`config.mk`:
```
export PLATFORM = sky130hd
export DESIGN_NAME = clock_output_generator
export DESIGN_NICKNAME = d
export VERILOG_FILES = /design/src/rtl/clock_output_generator.v
export VERILOG_INCLUDE_DIRS = /design/src /design/src/rtl
export SDC_FILE = /design/constraint.sdc
export NUM_CORES = 1
export LEC_CHECK = 0
export BUFFER_PORTS_ARGS = -buffer_cell sky130_fd_sc_hd__buf_4
export CAP_MARGIN = 40
export CORE_ASPECT_RATIO = 0.5
export CORE_MARGIN = 2
export CORE_UTILIZATION = 30
export CTS_CLUSTER_DIAMETER = 40
export DETAILED_ROUTE_END_ITERATION = 10
export GPL_TIMING_DRIVEN = 0
export PLACE_DENSITY = 0.57
export REMOVE_ABC_BUFFERS = 1
export SYNTH_ARGS = -nofsm -noshare
export SYNTH_HDL_FRONTEND = slang
export SYNTH_SLANG_ARGS = --single-unit
```
`constraint.sdc`:
```
create_clock -name pclk -period 5.41 [get_ports pclk]
set_input_delay 1.082 -clock pclk [delete_from_list [all_inputs] [get_ports pclk]]
set_output_delay 1.082 -clock pclk [all_outputs]
set_load 0.1 [all_outputs]
```
`src/rtl/clkout_defs.vh`:
```
// Register map, field positions and reset values of the clock output generator
`ifndef CLKOUT_DEFS_VH
`define CLKOUT_DEFS_VH

// APB address and data widths in bits
`define APB_ADDR_W 12
`define APB_DATA_W 32

// Register indices; the byte address is four times the index
`define SETUP_INDEX 12'h08f
`define PORT_INDEX 12'h0b6

// Reset values
`define SETUP_RESET 8'h00
`define PORT_RESET 8'h00

// Fields of clock_output_setup
`define CLR_BIT 7
`define INV_BIT 6
`define SYM_BIT 5
`define DIV_MSB 4
`define DIV_LSB 0

// Fields of port_settings
`define SEL_GPIO6_BIT 5
`define SEL_GPIO4_BIT 4
`define CLKEN_BIT 3
`define REFEN_BIT 2

// Divider constants
`define DIV_W 5
`define CNT_W 6
`define DIV_PASS 5'h01
`define CNT_ZERO 6'h00
`define CNT_ONE 6'h01

// Bus answer constants
`define RDATA_ZERO 32'h0000_0000
`define PAD_ZERO_24 24'h00_0000

`endif

```
`src/rtl/clock_output_generator.v`:
```
// Programmable clock output generator with APB registers and pin routing
//
// Function
// - Output derived from oscillator, not system divider
// - Integer division factor 1 to 31
// - Optional 1:1 duty for odd factors
// - Finish running period before new factor
// - Disable finishes period, then holds low
// - Enable gates waveform only, not pins
// - Pin-select routes clock to GPIO4, GPIO6
// - Reference enable forces GPIO3 to input
// - Clear bit resets divider, registered pulse
// - Bit 7 reads back divider idle status
// - Clear with new factor applies it immediately
// - Invert at end of chain, idle high
// - Inversion change takes effect immediately
// - Factors 0 and 1 pass oscillator clock
// - Plain mode: odd factor low part shorter
// - Symmetry mode gives exact 1:1 duty
`timescale 1ns/100ps
`include "clkout_defs.vh"

module clock_output_generator (
	input wire pclk,
	input wire presetn,
	input wire [`APB_ADDR_W-1:0] paddr,
	input wire psel,
	input wire penable,
	input wire pwrite,
	input wire [`APB_DATA_W-1:0] pwdata,
	output reg [`APB_DATA_W-1:0] prdata,
	output reg pready,
	output reg pslverr,
	input wire gpio3_in,
	input wire gpio3_norm_out,
	input wire gpio3_norm_oe,
	input wire gpio4_norm_out,
	input wire gpio4_norm_oe,
	input wire gpio6_norm_out,
	input wire gpio6_norm_oe,
	output reg gpio3_out,
	output reg gpio3_oe,
	output reg gpio4_out,
	output reg gpio4_oe,
	output reg gpio6_out,
	output reg gpio6_oe,
	output reg ref_clk,
	output reg clk_out
);

	// Byte address of a register from its index
	function [`APB_ADDR_W-1:0] word_addr;
		input [`APB_ADDR_W-1:0] index;
		begin
			word_addr = {index[`APB_ADDR_W-3:0], 2'b00};
		end
	endfunction

	// Factors 0 and 1 both mean undivided
	function [`DIV_W-1:0] eff_div;
		input [`DIV_W-1:0] d;
		begin
			if (d <= `DIV_PASS) begin
				eff_div = `DIV_PASS;
			end else begin
				eff_div = d;
			end
		end
	endfunction

	// Last phase of a period: one oscillator cycle is two phases
	function [`CNT_W-1:0] period_last;
		input [`DIV_W-1:0] d;
		reg [`CNT_W-1:0] e;
		begin
			e = {1'b0, eff_div(d)};
			period_last = {e[`CNT_W-2:0], 1'b0} - `CNT_ONE;
		end
	endfunction

	// Number of low phases at the start of a period
	function [`CNT_W-1:0] low_len;
		input [`DIV_W-1:0] d;
		input s;
		reg [`CNT_W-1:0] e;
		begin
			e = {1'b0, eff_div(d)};
			if (s || !e[0] || e == `CNT_ONE) begin
				low_len = e;
			end else begin
				low_len = e - `CNT_ONE;
			end
		end
	endfunction

	// Read data of a mapped register; unmapped reads give zero
	function [`APB_DATA_W-1:0] read_word;
		input sel_setup;
		input sel_port;
		input idle;
		input [7:0] setup;
		input [7:0] port;
		begin
			if (sel_setup) begin
				read_word = {`PAD_ZERO_24, idle, setup[`INV_BIT:0]};
			end else if (sel_port) begin
				read_word = {`PAD_ZERO_24, port};
			end else begin
				read_word = `RDATA_ZERO;
			end
		end
	endfunction

	// Pin drive pair {oe, out}: clock when selected, else normal port logic
	function [1:0] pin_route;
		input sel;
		input wave;
		input norm_out;
		input norm_oe;
		begin
			if (sel) begin
				pin_route = {1'b1, wave};
			end else begin
				pin_route = {norm_oe, norm_out};
			end
		end
	endfunction

	// Divider states
	localparam ST_IDLE = 1'b0;
	localparam ST_RUN = 1'b1;

	reg [7:0] setup_r;
	reg [7:0] port_r;
	reg clr_r;
	reg state_r;
	reg state_nxt;
	reg [`CNT_W-1:0] cnt_r;
	reg [`CNT_W-1:0] cnt_nxt;
	reg [`DIV_W-1:0] div_act_r;
	reg [`DIV_W-1:0] div_act_nxt;
	reg sym_act_r;
	reg sym_act_nxt;
	reg gen_nxt;
	reg wave_nxt;
	reg [1:0] pin4_nxt;
	reg [1:0] pin6_nxt;
	reg gpio3_oe_nxt;
	reg ref_nxt;

	wire hit_setup;
	wire hit_port;
	wire access;
	wire first_access;
	wire wr_fire;
	wire setup_wr;
	wire port_wr;
	wire clr_req;
	wire clken;
	wire refen;
	wire [`DIV_W-1:0] div_req;
	wire sym_req;
	wire period_end;
	wire idle_status;

	assign hit_setup = (paddr == word_addr(`SETUP_INDEX));
	assign hit_port = (paddr == word_addr(`PORT_INDEX));
	assign access = psel && penable;
	// First access cycle; pready answers one cycle later
	assign first_access = access && !pready;
	// A write lands only at the edge where pready is seen high
	assign wr_fire = access && pready && pwrite;
	assign setup_wr = wr_fire && hit_setup;
	assign port_wr = wr_fire && hit_port;
	assign clr_req = setup_wr && pwdata[`CLR_BIT];
	assign clken = port_r[`CLKEN_BIT];
	assign refen = port_r[`REFEN_BIT];
	assign div_req = setup_r[`DIV_MSB:`DIV_LSB];
	assign sym_req = setup_r[`SYM_BIT];
	assign period_end = (cnt_r == period_last(div_act_r));

	// Idle also while only the undivided clock runs
	assign idle_status = (state_r == ST_IDLE) || (eff_div(div_act_r) == `DIV_PASS);

	// APB slave: one wait state, then answer
	always @(posedge pclk or negedge presetn) begin
		if (!presetn) begin
			pready <= 1'b0;
			pslverr <= 1'b0;
			prdata <= `RDATA_ZERO;
		end else begin
			pready <= first_access;
			if (first_access) begin
				pslverr <= !(hit_setup || hit_port);
				if (pwrite) begin
					prdata <= `RDATA_ZERO;
				end else begin
					prdata <= read_word(hit_setup, hit_port, idle_status, setup_r, port_r);
				end
			end else begin
				pslverr <= 1'b0;
				prdata <= `RDATA_ZERO;
			end
		end
	end

	// Register file
	always @(posedge pclk or negedge presetn) begin
		if (!presetn) begin
			setup_r <= `SETUP_RESET;
			port_r <= `PORT_RESET;
		end else begin
			if (setup_wr) begin
				// Clear bit is not stored; it reads back as idle status
				setup_r <= {1'b0, pwdata[`INV_BIT:0]};
			end
			if (port_wr) begin
				// Low bits are stored as written; software keeps them zero
				port_r <= pwdata[7:0];
			end
		end
	end

	// Clear pulse registered so it comes one cycle after the write enable, when the new setup value is stored
	always @(posedge pclk or negedge presetn) begin
		if (!presetn) begin
			clr_r <= 1'b0;
		end else begin
			clr_r <= clr_req;
		end
	end

	// Divider sequencing
	always @* begin
		state_nxt = state_r;
		cnt_nxt = cnt_r;
		div_act_nxt = div_act_r;
		sym_act_nxt = sym_act_r;
		// Clear wins over every other divider action
		if (clr_r) begin
			// Clear drops the period and takes the new factor at once
			state_nxt = ST_IDLE;
			cnt_nxt = `CNT_ZERO;
			div_act_nxt = div_req;
			sym_act_nxt = sym_req;
		end else begin
			case (state_r)
				ST_IDLE: begin
					if (clken) begin
						// Factor and symmetry taken together, never mixed in a period
						state_nxt = ST_RUN;
						cnt_nxt = `CNT_ZERO;
						div_act_nxt = div_req;
						sym_act_nxt = sym_req;
					end
				end
				ST_RUN: begin
					if (period_end) begin
						cnt_nxt = `CNT_ZERO;
						if (clken) begin
							// New settings only at a period boundary
							div_act_nxt = div_req;
							sym_act_nxt = sym_req;
						end else begin
							state_nxt = ST_IDLE;
						end
					end else begin
						cnt_nxt = cnt_r + `CNT_ONE;
					end
				end
				default: begin
					state_nxt = ST_IDLE;
				end
			endcase
		end
	end

	// Waveform: low first, then high; stopped means low before inversion
	always @* begin
		gen_nxt = (state_nxt == ST_RUN) && (cnt_nxt >= low_len(div_act_nxt, sym_act_nxt));
		// Inverter is last and live, so a late change may cut a pulse short
		wave_nxt = gen_nxt ^ setup_r[`INV_BIT];
	end

	always @(posedge pclk or negedge presetn) begin
		if (!presetn) begin
			state_r <= ST_IDLE;
			cnt_r <= `CNT_ZERO;
			div_act_r <= `DIV_PASS;
			sym_act_r <= 1'b0;
		end else begin
			state_r <= state_nxt;
			cnt_r <= cnt_nxt;
			div_act_r <= div_act_nxt;
			sym_act_r <= sym_act_nxt;
		end
	end

	// Pin function follows the select bits only, not the enable
	always @* begin
		pin4_nxt = pin_route(port_r[`SEL_GPIO4_BIT], wave_nxt, gpio4_norm_out, gpio4_norm_oe);
		pin6_nxt = pin_route(port_r[`SEL_GPIO6_BIT], wave_nxt, gpio6_norm_out, gpio6_norm_oe);
	end

	// Reference input wins over the normal port setup
	always @* begin
		if (refen) begin
			gpio3_oe_nxt = 1'b0;
			// Sampled once here; a user of the reference resynchronises it
			ref_nxt = gpio3_in;
		end else begin
			gpio3_oe_nxt = gpio3_norm_oe;
			ref_nxt = 1'b0;
		end
	end

	// Generated clock and pin routing
	always @(posedge pclk or negedge presetn) begin
		if (!presetn) begin
			clk_out <= 1'b0;
			gpio4_out <= 1'b0;
			gpio4_oe <= 1'b0;
			gpio6_out <= 1'b0;
			gpio6_oe <= 1'b0;
		end else begin
			clk_out <= wave_nxt;
			gpio4_out <= pin4_nxt[0];
			gpio4_oe <= pin4_nxt[1];
			gpio6_out <= pin6_nxt[0];
			gpio6_oe <= pin6_nxt[1];
		end
	end

	// Reference clock input overrides the normal port setup
	always @(posedge pclk or negedge presetn) begin
		if (!presetn) begin
			gpio3_out <= 1'b0;
			gpio3_oe <= 1'b0;
			ref_clk <= 1'b0;
		end else begin
			gpio3_out <= gpio3_norm_out;
			gpio3_oe <= gpio3_oe_nxt;
			ref_clk <= ref_nxt;
		end
	end

endmodule

```
; ---- After elaboration in Yosys (flattened, before gate mapping)
; Index checks and enable logic that the tools add are counted.
; W data, S select, Z words.
[totals]
reg_bits = 71
word_cells = 74
out_inout_bits = 42
[op_classes]
add_sub_neg = 3
n_reduce_logical = 15
n_eq_ne = 5
n_mux = 28
bitwise_logic = 2
magnitude_cmp = 3
[op_table]
columns = op, n
row1 = $mux W32, 1
row2 = $mux W5, 5
row3 = $eq A12 B10 Y1 const B, 2
row4 = $mux W6, 4
row5 = $mux W8, 3
row6 = $pmux W6 S2, 1
row7 = $eq A5 B1 Y1 const B, 2
row8 = $le A5 B1 Y1 const B, 2
row9 = $pmux W5 S2, 1
row10 = $mux W1, 9
row11 = $logic_and A1 B1 Y1, 8
row12 = $add A6 B1 Y6 const B, 1
row13 = $eq A6 B6 Y1, 1
row14 = $ge A6 B6 Y1, 1
row15 = $sub A5 B1 Y6 const B, 1
row16 = $sub A6 B1 Y6 const B, 1
row17 = $logic_or A1 B1 Y1, 4
row18 = $mux W2, 2
row19 = $pmux W1 S2, 2
row20 = $logic_not A1 Y1, 3
row21 = $not A1 Y1, 1
row22 = $xor A1 B1 Y1, 1

; ---- Logic depth before layout (Yosys ltp)
; Gate-level depths: netlist of the first run.
[logic_depth]
word_depth = 17
mapped_depth = 26

; ---- Worst setup path before layout of the first run
; Ideal clock, no wire load.
[synth_path]
path_type = register -> register
from = register div_act_r[2]
to = register gpio4_out
path_slack_ns = 0.529
required_ns = 5.328
stages_incl_launch_ff = 25
n_path_buf = 3
synth_period_minus_slack_ns = 4.881
t_arrival_ns = 4.800
cell_sequence = dfrtp_1 > buf_6 > nor4_1 > or2_1 > buf_4 > inv_2 > ha_1 > and4_1 > or3_1 > a41oi_2 > o21a_4 > buf_12 > mux2i_1 > ha_1 > nor4b_1 > nor2_1 > nand2_1 > mux2i_1 > mux2_1 > ha_1 > a21o_1 > a21o_1 > a311oi_1 > o21ai_0 > a31oi_1
[synth_via]
elab_chain_cells = 17
[synth_rtl]
columns = item, line
row1 = start: declaration, clock_output_generator.v:140  ; reg [`DIV_W-1:0] div_act_r;
row2 = start signal: assignment, clock_output_generator.v:289  ; div_act_r <= `DIV_PASS;
row3 = start signal: assignment, clock_output_generator.v:294  ; div_act_r <= div_act_nxt;
row4 = branches (longest 14 deep; another with $sub A6 B1 Y6), -
row5 = $logic_and A1 B1 Y1 *, clock_output_generator.v:280  ; gen_nxt = (state_nxt == ST_RUN) && (cnt_nxt >= low_len(div_act_nxt, sym_act_nxt));
row6 = $xor A1 B1 Y1 *, clock_output_generator.v:282  ; wave_nxt = gen_nxt ^ setup_r[`INV_BIT];
row7 = $mux W2 *, clock_output_generator.v:121  ; if (sel) begin
row8 = via pin4_nxt[0], clock_output_generator.v:146  ; reg [1:0] pin4_nxt;
row9 = end signal: assignment, clock_output_generator.v:327  ; gpio4_out <= pin4_nxt[0];
row10 = end: declaration, clock_output_generator.v:43  ; output reg gpio4_out,
; Mark *: on every way through the listed nets, which the timed path passes.
; A chain may end at the register's enable or synchronous reset.

; ---- Final worst setup path of the first run
; Same ends and word-level chain as after synthesis.

==> results of run 1 <==
-- cells by family (layout without fill, tap and decap cells) --
group	Yosys count	after routing	share of synthesized area
AND/OR/NAND/NOR	70	70	0.141
flip-flops	47	47	0.439
buffers and inverters	40	69	0.101
AO/OA/AOI/OAI	36	36	0.103
multiplexers	31	31	0.126
adder cells (fa/ha/maj)	11	11	0.0514
XOR/XNOR	10	10	0.0355
other	2	25	0.00280
-- synthesized netlist by cell type, types with 4 or more instances --
master and n:
nand2_1 9, or2_2 4, dfrtp_1 46, xnor2_1 4
mux2_2 16, ha_1 11, nor3_1 7, nor2_1 23
xor2_1 5, nand3_1 7, a21oi_1 4, mux2_1 6
a22oi_1 9, o21ai_0 4, mux2i_1 9, inv_1 9
a31oi_1 4, buf_4 26
-- critical path, cell delays in order, from the launching register on --
cell and delay, ns:
dfrtp_1 0.49, nor4_2 0.29, or2_4 0.20, inv_2 0.07, ha_1 0.24, and4_1 0.20, or3_1 0.39, a41oi_4 0.27
o21a_4 0.21, mux2_2 0.33, ha_1 0.22, nor4b_2 0.17, nor2_1 0.14, nand2_1 0.09, mux2i_1 0.15, mux2_1 0.33
ha_1 0.28, a21o_1 0.15, a21o_1 0.19, a311oi_2 0.30, o21ai_1 0.13, a31oi_1 0.18
-- power by group through the flow --
stage                     Sequential, mW  Combinational (mW)  Clock [mW]
after floorplan                    0.387              0.0864           0
after global placement             0.365               0.143           0
after detailed placement           0.365               0.144           0
after CTS                          0.358               0.145       0.302
after global routing               0.359               0.152       0.316
final                              0.358               0.145       0.293
-- stage by stage --
step | power [mW] | instance area, um2 | instances
6_report | 0.797 | 3240 | 416
5_1_grt | 0.827 | 3240 | 416
4_1_cts | 0.805 | 3210 | 416
3_5_place_dp | 0.509 | 3050 | 407
3_3_place_gp | 0.507 | 3050 | 406
2_1_floorplan | 0.474 | 2530 | 240
-- sequential cells by signal, indices dropped and copies added (netlist names), 5 cells and up --
register / flops
port_r: 8
prdata: 8
div_act_r: 5
setup_r: 7
cnt_r: 6
-- metal layers --
layer / up-vias / global-route usage / share of wire
li1: 926 / - / -
met1: 958 / 0.163 / 0.47
met2: 57 / 0.198 / 0.47
met3: 5 / 0.0337 / 0.050
met4: 0 / 0.0298 / 0.010
met5: - / 0 / 0
-- area by class of cell --
type	count	share of cell area
Inverter	10	0.0116
Clock inverter	1	0.00154
Clock buffer	7	0.0409
Tap cell	117	0.0452
Timing Repair Buffer	51	0.118
Multi-Input combinational cell	183	0.420
Sequential cell	47	0.363
-- worst min path at each step --
stage | start | endpoint | slack, ns
after global placement | port_r[2]$_DFFE_PN0P_ | gpio3_oe$_DFF_PN0_ | 0.46
after global routing | port_r[2]$_DFFE_PN0P_ | gpio3_oe$_DFF_PN0_ | 0.49
after detailed placement | port_r[2]$_DFFE_PN0P_ | gpio3_oe$_DFF_PN0_ | 0.47
final | port_r[2]$_DFFE_PN0P_ | gpio3_oe$_DFF_PN0_ | 0.47
after CTS | port_r[2]$_DFFE_PN0P_ | gpio3_oe$_DFF_PN0_ | 0.48
after floorplan | port_r[2]$_DFFE_PN0P_ | gpio3_oe$_DFF_PN0_ | 0.43
-- cells in the final DEF, fill, tap and decap left out, types with 3 or more instances in the layout --
master,instances
inv_1,9
o21ai_0,3
ha_1,11
nand2_1,9
dfrtp_1,46
clkbuf_16,5
nor2_1,23
nor3_1,6
a21oi_1,4
nand3_1,7
mux2i_1,9
conb_1,25
xor2_1,5
or2_2,4
buf_4,51
a31oi_1,4
mux2_2,16
xnor2_1,4
a22oi_1,9
mux2_1,6
-- timing repair --
| action | CTS | global route |
|---|---|---|
| endpoints found under the setup margin | 3 | 3 |
| setup buffers | 1 | 0 |
| gates resized for setup | 1 | 7 |
| pin swaps | 1 | 1 |
| gates cloned | 0 | 0 |
==> metrics.csv, run 1 <==
metric,value,unit
power per cell area,246,nW/um2
Post-synth EDFFs,0,
GP Congestion,0.832,
reg2reg path depth,21,
Detailed Routing Iterations Pass 1,4,
routed wire length,5660,um
RSZ-0062 raised after global routing,no,
share of cells above drive strength 1,0.311,
Netlist cell types,52,
largest net degree at the start of global routing,48,
Flop pwr share,0.450,
root buffer cell,clkbuf_16,
cell count after synthesis,247,
Die W,138,um
Switching Share,0.304,
clock slew at reported path FFs,0.06,ns
Vias/cell,4.68,
first-pass GRT wire length,9400,um
core box area,8680,um2
Pins Over Slew Limit,0,
mapped cell area,2680,um2
biggest area consumer among synthesized cells,dfrtp_1,
reg2reg start,div_act_r[2]$_DFF_PN0_,
crit path kind,flop to flop,
NetSw,243,uW
FF+latch area,1180,um2
setup ws final,0.303,ns
Final Hold Fails,0,
Clk pwr share,0.368,
prevailing post-synth register cell,dfrtp_1,
synthesized area per cell,10.9,um2
CP arrival,5.31,ns
combinational share of power,0.182,
number of cell rows,24,
leakage power,1.63,nW
clk_lat worst skew,0.28,ns
DP HPWL,4230,um
Post-Place Worst Slack,-0.0565,ns
reg2reg setup slack,0.30,ns
end of the critical path,gpio4_out$_DFF_PN0_,
die area,9750,um2
initial antenna violation count,0,
CTS Hold Bufs,0,
Ant. Diodes,0,
element type at the critical path end,flop,
Antenna Violating Nets Remaining,0,
worst r2r dst,gpio4_out$_DFF_PN0_,
WL/cell,13.6,um
GRT Util Overall,0.122,
period utilization,0.944,
final core occ,0.374,
Initial Utilization,0.309,
fill cell count,855,
Layout area overhead,21.0,%
Final Setup Violations,0,
TNS Setup,0,ns
Layout Skew,0.00257,ns
synth top area cells,"dfrtp_1, buf_4, mux2_2, ha_1, mux2i_1",
clock sink total,47,
Worst Hold Class,flop to flop,
CP Data Required Time,5.62,ns
TritonCTS Buffers,5,
CP startpoint,div_act_r[2]$_DFF_PN0_,
multi-input logic area,1360,um2
GRT overflow,0,
"critical path fanouts, max",8,
yosys warns,0,
IO Port Bufs,49,
status,finished clean,
top cell type's share of synthesized area,0.430,
Vias,1946,
vias in the first global route,1948,
Longest Clk Path Bufs,2,
CTS tree,done,
Power Internal,554,uW
startpoint types,flop,
Min Hold Slack,0.472,ns
Slew headroom,0.520,
Final #Nets,365,
hold depth,1,
drt drc,0,
Seq cells post-synth,47,
# IOs,98,
DR iter-0 viols,58,
min Tclk post-route,5.11,ns
register area share after synthesis,0.439,
max cap viols,0,
Max IR drop VDD,109,uV
Achievable Freq,196,MHz
Async SR Flop Fraction,1.00,
Chip Height,70.8,um
worst slew pin tran,0.710,ns
CTS H-tree lvls,2,
No activity file was read; power rests on OpenSTA's default activity.
==> inputs of run 2 (changes only) <==
--- a/config.mk
+++ b/config.mk
@@ -6,6 +6,7 @@
 export SDC_FILE = /design/constraint.sdc
 export NUM_CORES = 1
 export LEC_CHECK = 0
+export ABC_AREA = 1
 export BUFFER_PORTS_ARGS = -buffer_cell sky130_fd_sc_hd__buf_4
 export CAP_MARGIN = 40
 export CORE_ASPECT_RATIO = 0.5
==> run 2 against run 1 <==
  * Wire length increased by 4.2%
  * Highest routed layer unchanged
  * Count of clock-buffer cells in the layout decreased by 1
  * Utilization increased by 0.54 points
  * Sequential share of layout area decreased by 1.1 points
  * Register-to-register slack improved by 0.75 ns
  * Sequential cell count unchanged
  * Via count increased by 14%
  * First-iteration DRC count increased by 140%
  * Critical endpoint unchanged
  * Global-route usage about the same
  * Synthesized area increased by 3.4%
==> metrics.csv, run 2 <==
metric,value,unit,change
startpoint types,flop,,unchanged
clock slew at reported path FFs,0.07,ns,was 0.06 ns
Largest regs,"port_r: 8 flops, prdata: 8 flops, setup_r: 7 flops",,unchanged
Detailed Routing Iterations Pass 1,4,,unchanged
total power,1.09,mW,was 797 uW
yosys warns,0,,unchanged
Vias,2225,,was 1946
Post-synth EDFFs,0,,unchanged
DR iter-0 viols,141,,was 58
vias in the first global route,2051,,was 1948
DP HPWL,4430,um,was 4230 um
crit path kind,flop to flop,,unchanged
prevailing post-synth register cell,dfrtp_1,,unchanged
fill cell count,932,,was 855
routed wire length,5900,um,was 5660 um
worst r2r dst,gpio4_out$_DFF_PN0_,,unchanged
GRT overflow,0,,unchanged
Pins Over Slew Limit,0,,unchanged
multi-input logic area,1270,um2,was 1360 um2
TNS Setup,0,ns,unchanged
reg2reg setup slack,1.05,ns,was 0.30 ns
Worst Hold Class,flop to flop,,unchanged
drt drc,0,,unchanged
CTS tree,done,,unchanged
initial antenna violation count,0,,unchanged
CP max stage cell,dfrtp_1,,unchanged
CP Data Required Time,5.64,ns,was 5.62 ns
reg2reg start,div_act_r[2]$_DFF_PN0_,,unchanged
worst slew pin tran,0.597,ns,was 0.710 ns
Ant. Diodes,0,,unchanged
Achievable Freq,229,MHz,was 196 MHz
Final #Nets,468,,was 365
CP arrival,4.59,ns,was 5.31 ns
top cell type's share of synthesized area,0.416,,was 0.430
mapped cell area,2770,um2,was 2680 um2
reg2reg path depth,35,,was 21
Placed Cells,511,,was 407
Die W,140,um,was 138 um
largest family of logic cells by synthesized area,simple AND/OR/NAND/NOR gates,,unchanged
synth top area cells,"dfrtp_1, nand2_1, inv_1, buf_4, ha_1",,"was dfrtp_1, buf_4, mux2_2, ha_1, mux2i_1"
clk_lat worst skew,0.29,ns,was 0.28 ns
core box area,8830,um2,was 8680 um2
number of cell rows,24,,unchanged
"most used cell, CP",nand2_1,,was ha_1
"critical path fanouts, max",7,,was 8
post-CTS resize count,0,,was 1
Async SR Flop Fraction,1.00,,unchanged
power per cell area,326,nW/um2,was 246 nW/um2
GP Congestion,0.794,,was 0.832
Chip Height,72.0,um,was 70.8 um
clock sink total,47,,unchanged
Vias/cell,4.29,,was 4.68
Final Hold Fails,0,,unchanged
min Tclk post-route,4.36,ns,was 5.11 ns
die area,10100,um2,was 9750 um2
Netlist cell types,31,,was 52
leakage power,1.75,nW,was 1.63 nW
most frequent cells in the layout,"nand2_1, inv_1, buf_4",,"was buf_4, dfrtp_1, conb_1"
root buffer cell,clkbuf_16,,unchanged
register area share after synthesis,0.425,,was 0.439
first-pass GRT wire length,9960,um,was 9400 um
Layout area overhead,20.8,%,was 21.0%
TritonCTS Buffers,5,,unchanged
Max IR drop VDD,158,uV,was 109 uV
max cap viols,0,,unchanged
# IOs,98,,unchanged
Layout Skew,0.00522,ns,was 0.00257 ns
Seq cells post-synth,47,,unchanged
"commonest non-fill, non-tap cell in the layout",nand2_1,,was buf_4
synthesized area per cell,7.87,um2,was 10.9 um2
period utilization,0.806,,was 0.944
final core occ,0.379,,was 0.374
final cell count without fillers,519,,was 416
RSZ-0062 raised after global routing,no,,unchanged
CP startpoint,div_act_r[2]$_DFF_PN0_,,unchanged
Initial Utilization,0.314,,was 0.309
Post-Synth Adder-Cell Area,0.0497,,was 0.0514
Longest Clk Path Bufs,2,,unchanged
IO Port Bufs,49,,unchanged
most frequent cells after synthesis,"nand2_1, inv_1, dfrtp_1",,"was dfrtp_1, buf_4, nor2_1"
most frequent cell after synthesis,nand2_1,,was dfrtp_1
element type at the critical path end,flop,,unchanged
CTS Hold Bufs,0,,unchanged
largest net degree at the start of global routing,48,,unchanged
cell count after synthesis,352,,was 247
Post-Synth Simple-Gate Area,0.256,,was 0.141
Synth Area in Compound Gates,0.102,,was 0.103
Final Setup Violations,0,,unchanged
fraction of synthesized cell area in xor and xnor cells,0.0190,,was 0.0355
WL/cell,11.4,um,was 13.6 um
biggest area consumer among synthesized cells,dfrtp_1,,unchanged
CTS H-tree lvls,2,,unchanged
FF+latch area,1180,um2,unchanged
max incr delay on CP,0.42,ns,was 0.49 ns
share of cells above drive strength 1,0.204,,was 0.311
Antenna Violating Nets Remaining,0,,unchanged
mux share of post-synthesis cell area,0,,was 0.126
Slew headroom,0.602,,was 0.520
status,finished clean,,unchanged
Post-CTS Setup Repair Bufs,0,,was 1
end of the critical path,gpio4_out$_DFF_PN0_,,unchanged
GRT Util Overall,0.123,,was 0.122
[run 2: through the flow]
stage | hold WS (ns) | setup WS, ns | area, um2
3_3_place_gp | 0.470 | 1.05 | 3170
5_1_grt | 0.525 | 0.538 | 3350
4_1_cts | 0.491 | 1.02 | 3350
3_5_place_dp | 0.475 | 1.05 | 3170
6_report | 0.486 | 1.05 | 3350
2_1_floorplan | 0.442 | 1.62 | 2650
[run 2: metal layers]
metal	track usage	vias up	part of all wire
met5	0	-	0
met4	0.0333	0	0.0093
met3	0.0205	6	0.034
met2	0.202	50	0.46
met1	0.171	1017	0.50
li1	-	1152	-
[run 2: worst max-delay path, delay by kind of cell, from the launching register on]
family / cells / cell delay, ns
flops: 1 / 0.42
compound gates: 8 / 1.10
simple gates: 19 / 1.74
fa+ha+maj: 3 / 0.65
xor+xnor: 1 / 0.16
buf+inv: 4 / 0.22
[run 2: report_power, final]
group          total (mW)  switching (mW)  internal [mW]
Combinational       0.360           0.251          0.110
Clock               0.367           0.134          0.232
Sequential          0.365         0.00645          0.359
[run 2: final cells by class]
cell class,count,area share
Tap cell,117,0.0438
Clock buffer,6,0.0415
Clock inverter,2,0.0116
Timing Repair Buffer,49,0.110
Multi-Input combinational cell,244,0.381
Sequential cell,47,0.352
Inverter,54,0.0606
[run 2: how the worst min path moves through the flow]
stage / slack [ns] / cells past startpoint / endpoint / startpoint
4_1_cts: 0.49 / 2 / port_r[0]$_DFFE_PN0P_ / port_r[0]$_DFFE_PN0P_
2_1_floorplan: 0.44 / 1 / gpio3_oe$_DFF_PN0_ / port_r[2]$_DFFE_PN0P_
6_report: 0.49 / 2 / port_r[0]$_DFFE_PN0P_ / port_r[0]$_DFFE_PN0P_
3_5_place_dp: 0.47 / 2 / port_r[0]$_DFFE_PN0P_ / port_r[0]$_DFFE_PN0P_
3_3_place_gp: 0.47 / 2 / port_r[0]$_DFFE_PN0P_ / port_r[0]$_DFFE_PN0P_
5_1_grt: 0.53 / 2 / port_r[7]$_DFFE_PN0P_ / port_r[7]$_DFFE_PN0P_
[run 2: logic make-up after synthesis]
group	after synthesis
simple gates	149
buf+inv	84
compound gates	53
flops	47
fa+ha+maj	11
xor+xnor	6
other cells	2
==> inputs of run 3 (changes only) <==
==> constraint.sdc (replaced) <==
create_clock -name pclk -period 4.22 [get_ports pclk]
set_input_delay 0.844 -clock pclk [delete_from_list [all_inputs] [get_ports pclk]]
set_output_delay 0.844 -clock pclk [all_outputs]
set_load 0.1 [all_outputs]
==> run 3 against run 2 <==
  * Count of clock-buffer cells in the layout stayed put
  * Global-route usage hardly changed
  * Sequential cell count stayed put
  * Final area is 8.6% higher
  * Sequential power is 28% higher
  * Register-to-register slack worse by 0.94 ns
  * Worst hold slack hardly changed
  * Critical path type unchanged
  * Largest power group is now combinational cells
  * Setup slack worse by 0.94 ns
  * Sequential share of layout area is 2.8 points lower
  * Clock power is 28% higher
==> metrics.csv, run 3 (same netlist as run 2, synthesis figures left out) <==
metric,value,unit,change
status,finished clean,,unchanged
CTS Hold Bufs,0,,unchanged
CTS H-tree lvls,2,,unchanged
vias in the first global route,2068,,was 2051
CP max stage cell,dfrtp_1,,unchanged
Layout area overhead,31.1,%,was 20.8%
element type at the critical path end,flop,,unchanged
hold depth,2,,unchanged
RSZ-0062 raised after global routing,yes,,was no
Layout Skew,0.00491,ns,was 0.00522 ns
worst slew pin tran,0.602,ns,was 0.597 ns
Antenna Violating Nets Remaining,0,,unchanged
min Tclk post-route,4.11,ns,was 4.36 ns
TNS Setup,0,ns,unchanged
max cap viols,0,,unchanged
"commonest non-fill, non-tap cell in the layout",nand2_1,,unchanged
leakage power,1.84,nW,was 1.75 nW
setup ws final,0.111,ns,was 1.05 ns
TritonCTS Buffers,5,,unchanged
clock sink total,47,,unchanged
Die W,140,um,unchanged
period utilization,0.974,,was 0.806
Worst Hold Class,flop to flop,,unchanged
DR iter-0 viols,152,,was 141
Chip Height,72.0,um,unchanged
Switching Share,0.367,,was 0.358
CTS tree,done,,unchanged
share of cells above drive strength 1,0.315,,was 0.204
Initial Utilization,0.314,,unchanged
number of cell rows,24,,unchanged
power per cell area,436,nW/um2,was 326 nW/um2
startpoint types,flop,,unchanged
Final #Nets,482,,was 468
Final Setup Violations,0,,unchanged
clk_lat worst skew,0.29,ns,about the same
clock slew at reported path FFs,0.07,ns,about the same
root buffer cell,clkbuf_16,,unchanged
Flop pwr share,0.296,,was 0.334
crit path kind,flop to flop,,unchanged
Largest regs,"port_r: 8 flops, prdata: 8 flops, setup_r: 7 flops",,unchanged
reg2reg path depth,36,,was 35
"critical path fanouts, max",6,,was 7
combinational share of power,0.408,,was 0.330
die area,10100,um2,unchanged
most frequent cells in the layout,"nand2_1, buf_4, dfrtp_1",,"was nand2_1, inv_1, buf_4"
IO Port Bufs,49,,unchanged
GRT overflow,0,,unchanged
Pins Over Slew Limit,0,,unchanged
"most used cell, CP",nand2_1,,unchanged
max incr delay on CP,0.39,ns,was 0.42 ns
Min Hold Slack,0.486,ns,about the same
Clk pwr share,0.296,,was 0.336
GRT Util Overall,0.123,,about the same
initial antenna violation count,0,,unchanged
Ant. Diodes,0,,unchanged
Final Hold Fails,0,,unchanged
Vias,2289,,was 2225
Power Internal,1.00,mW,was 701 uW
# IOs,98,,unchanged
CP arrival,4.34,ns,was 4.59 ns
GP Congestion,0.794,,unchanged
Detailed Routing Iterations Pass 1,4,,unchanged
total power,1.58,mW,was 1.09 mW
drt drc,0,,unchanged
Max IR drop VDD,204,uV,was 158 uV
Slew headroom,0.599,,was 0.602
routed wire length,6250,um,was 5900 um
Vias/cell,4.29,,about the same
CP Data Required Time,4.45,ns,was 5.64 ns
Post-Place Worst Slack,-0.144,ns,was 1.05 ns
NetSw,581,uW,was 391 uW
DP HPWL,4430,um,unchanged
Achievable Freq,243,MHz,was 229 MHz
core box area,8830,um2,unchanged
WL/cell,11.7,um,was 11.4 um
fill cell count,899,,was 932
Longest Clk Path Bufs,2,,unchanged
largest net degree at the start of global routing,48,,unchanged
first-pass GRT wire length,10000,um,was 9960 um
## run 3: cell count changes in the layout (fill, tap and decap cells not counted), sizes merged
cell / change
buf: +14
## run 3: worst max-delay path: cells and delay by family, from the launching register on
kind	cells	cell delay [ns]
buffers and inverters	5	0.25
adders and majority gates	3	0.53
xor gates and xnor gates	1	0.14
AOI/OAI and AO/OA	8	1.07
and+or+nand+nor	19	1.65
DFF	1	0.39
## run 3: repair_timing
item,CTS,global route
setup buffers,2,12
pin swaps,1,26
resized for setup,5,41
setup endpoints to repair,3,3
## run 3: cell type report
cell class                      instances  area [um2]  share of cell area
Clock inverter                          2        38.8              0.0107
Clock buffer                            6         139              0.0382
Tap cell                              117         146              0.0403
Inverter                               54         208              0.0572
Multi-Input combinational cell        244        1450               0.399
Sequential cell                        47        1180               0.324
Timing Repair Buffer                   63         473               0.130
## run 3: per-stage QoR
stage | cell area [um2] | instances | utilization
after CTS | 3380 | 521 | 0.382
after global placement | 3170 | 511 | 0.359
after floorplan | 2650 | 345 | -
after global routing | 3630 | 533 | 0.411
final | 3630 | 533 | 0.411
after detailed placement | 3170 | 511 | 0.359
## run 3: path summary, 6_finish.rpt
path                                             start                endpoint  slack (ns)
worst max-delay path            div_act_r[3]$_DFF_PN0_     gpio6_out$_DFF_PN0_        0.11
max in group asynchronous                      presetn  div_act_r[2]$_DFF_PN0_        3.25
worst min register to register   port_r[0]$_DFFE_PN0P_   port_r[0]$_DFFE_PN0P_        0.49
min in group asynchronous                      presetn     prdata[6]$_DFF_PN0_        0.56
worst max register to register  div_act_r[3]$_DFF_PN0_     gpio6_out$_DFF_PN0_        0.11
worst min-delay path             port_r[0]$_DFFE_PN0P_   port_r[0]$_DFFE_PN0P_        0.49
## run 3: power by group through the flow
| stage | registers (mW) | clock network [mW] | logic, mW |
|---|---|---|---|
| after detailed placement | 0.477 | 0 | 0.464 |
| final | 0.468 | 0.469 | 0.645 |
| after floorplan | 0.505 | 0 | 0.343 |
| after CTS | 0.468 | 0.478 | 0.491 |
| after global routing | 0.469 | 0.493 | 0.702 |
| after global placement | 0.477 | 0 | 0.460 |
## run 3: metal layers
metal  GRT usage  share of wire  vias up
li1            -              -     1180
met3      0.0211          0.036        7
met4      0.0378          0.012        0
met2       0.201           0.45       47
met1       0.170           0.50     1055
met5           0              0        -
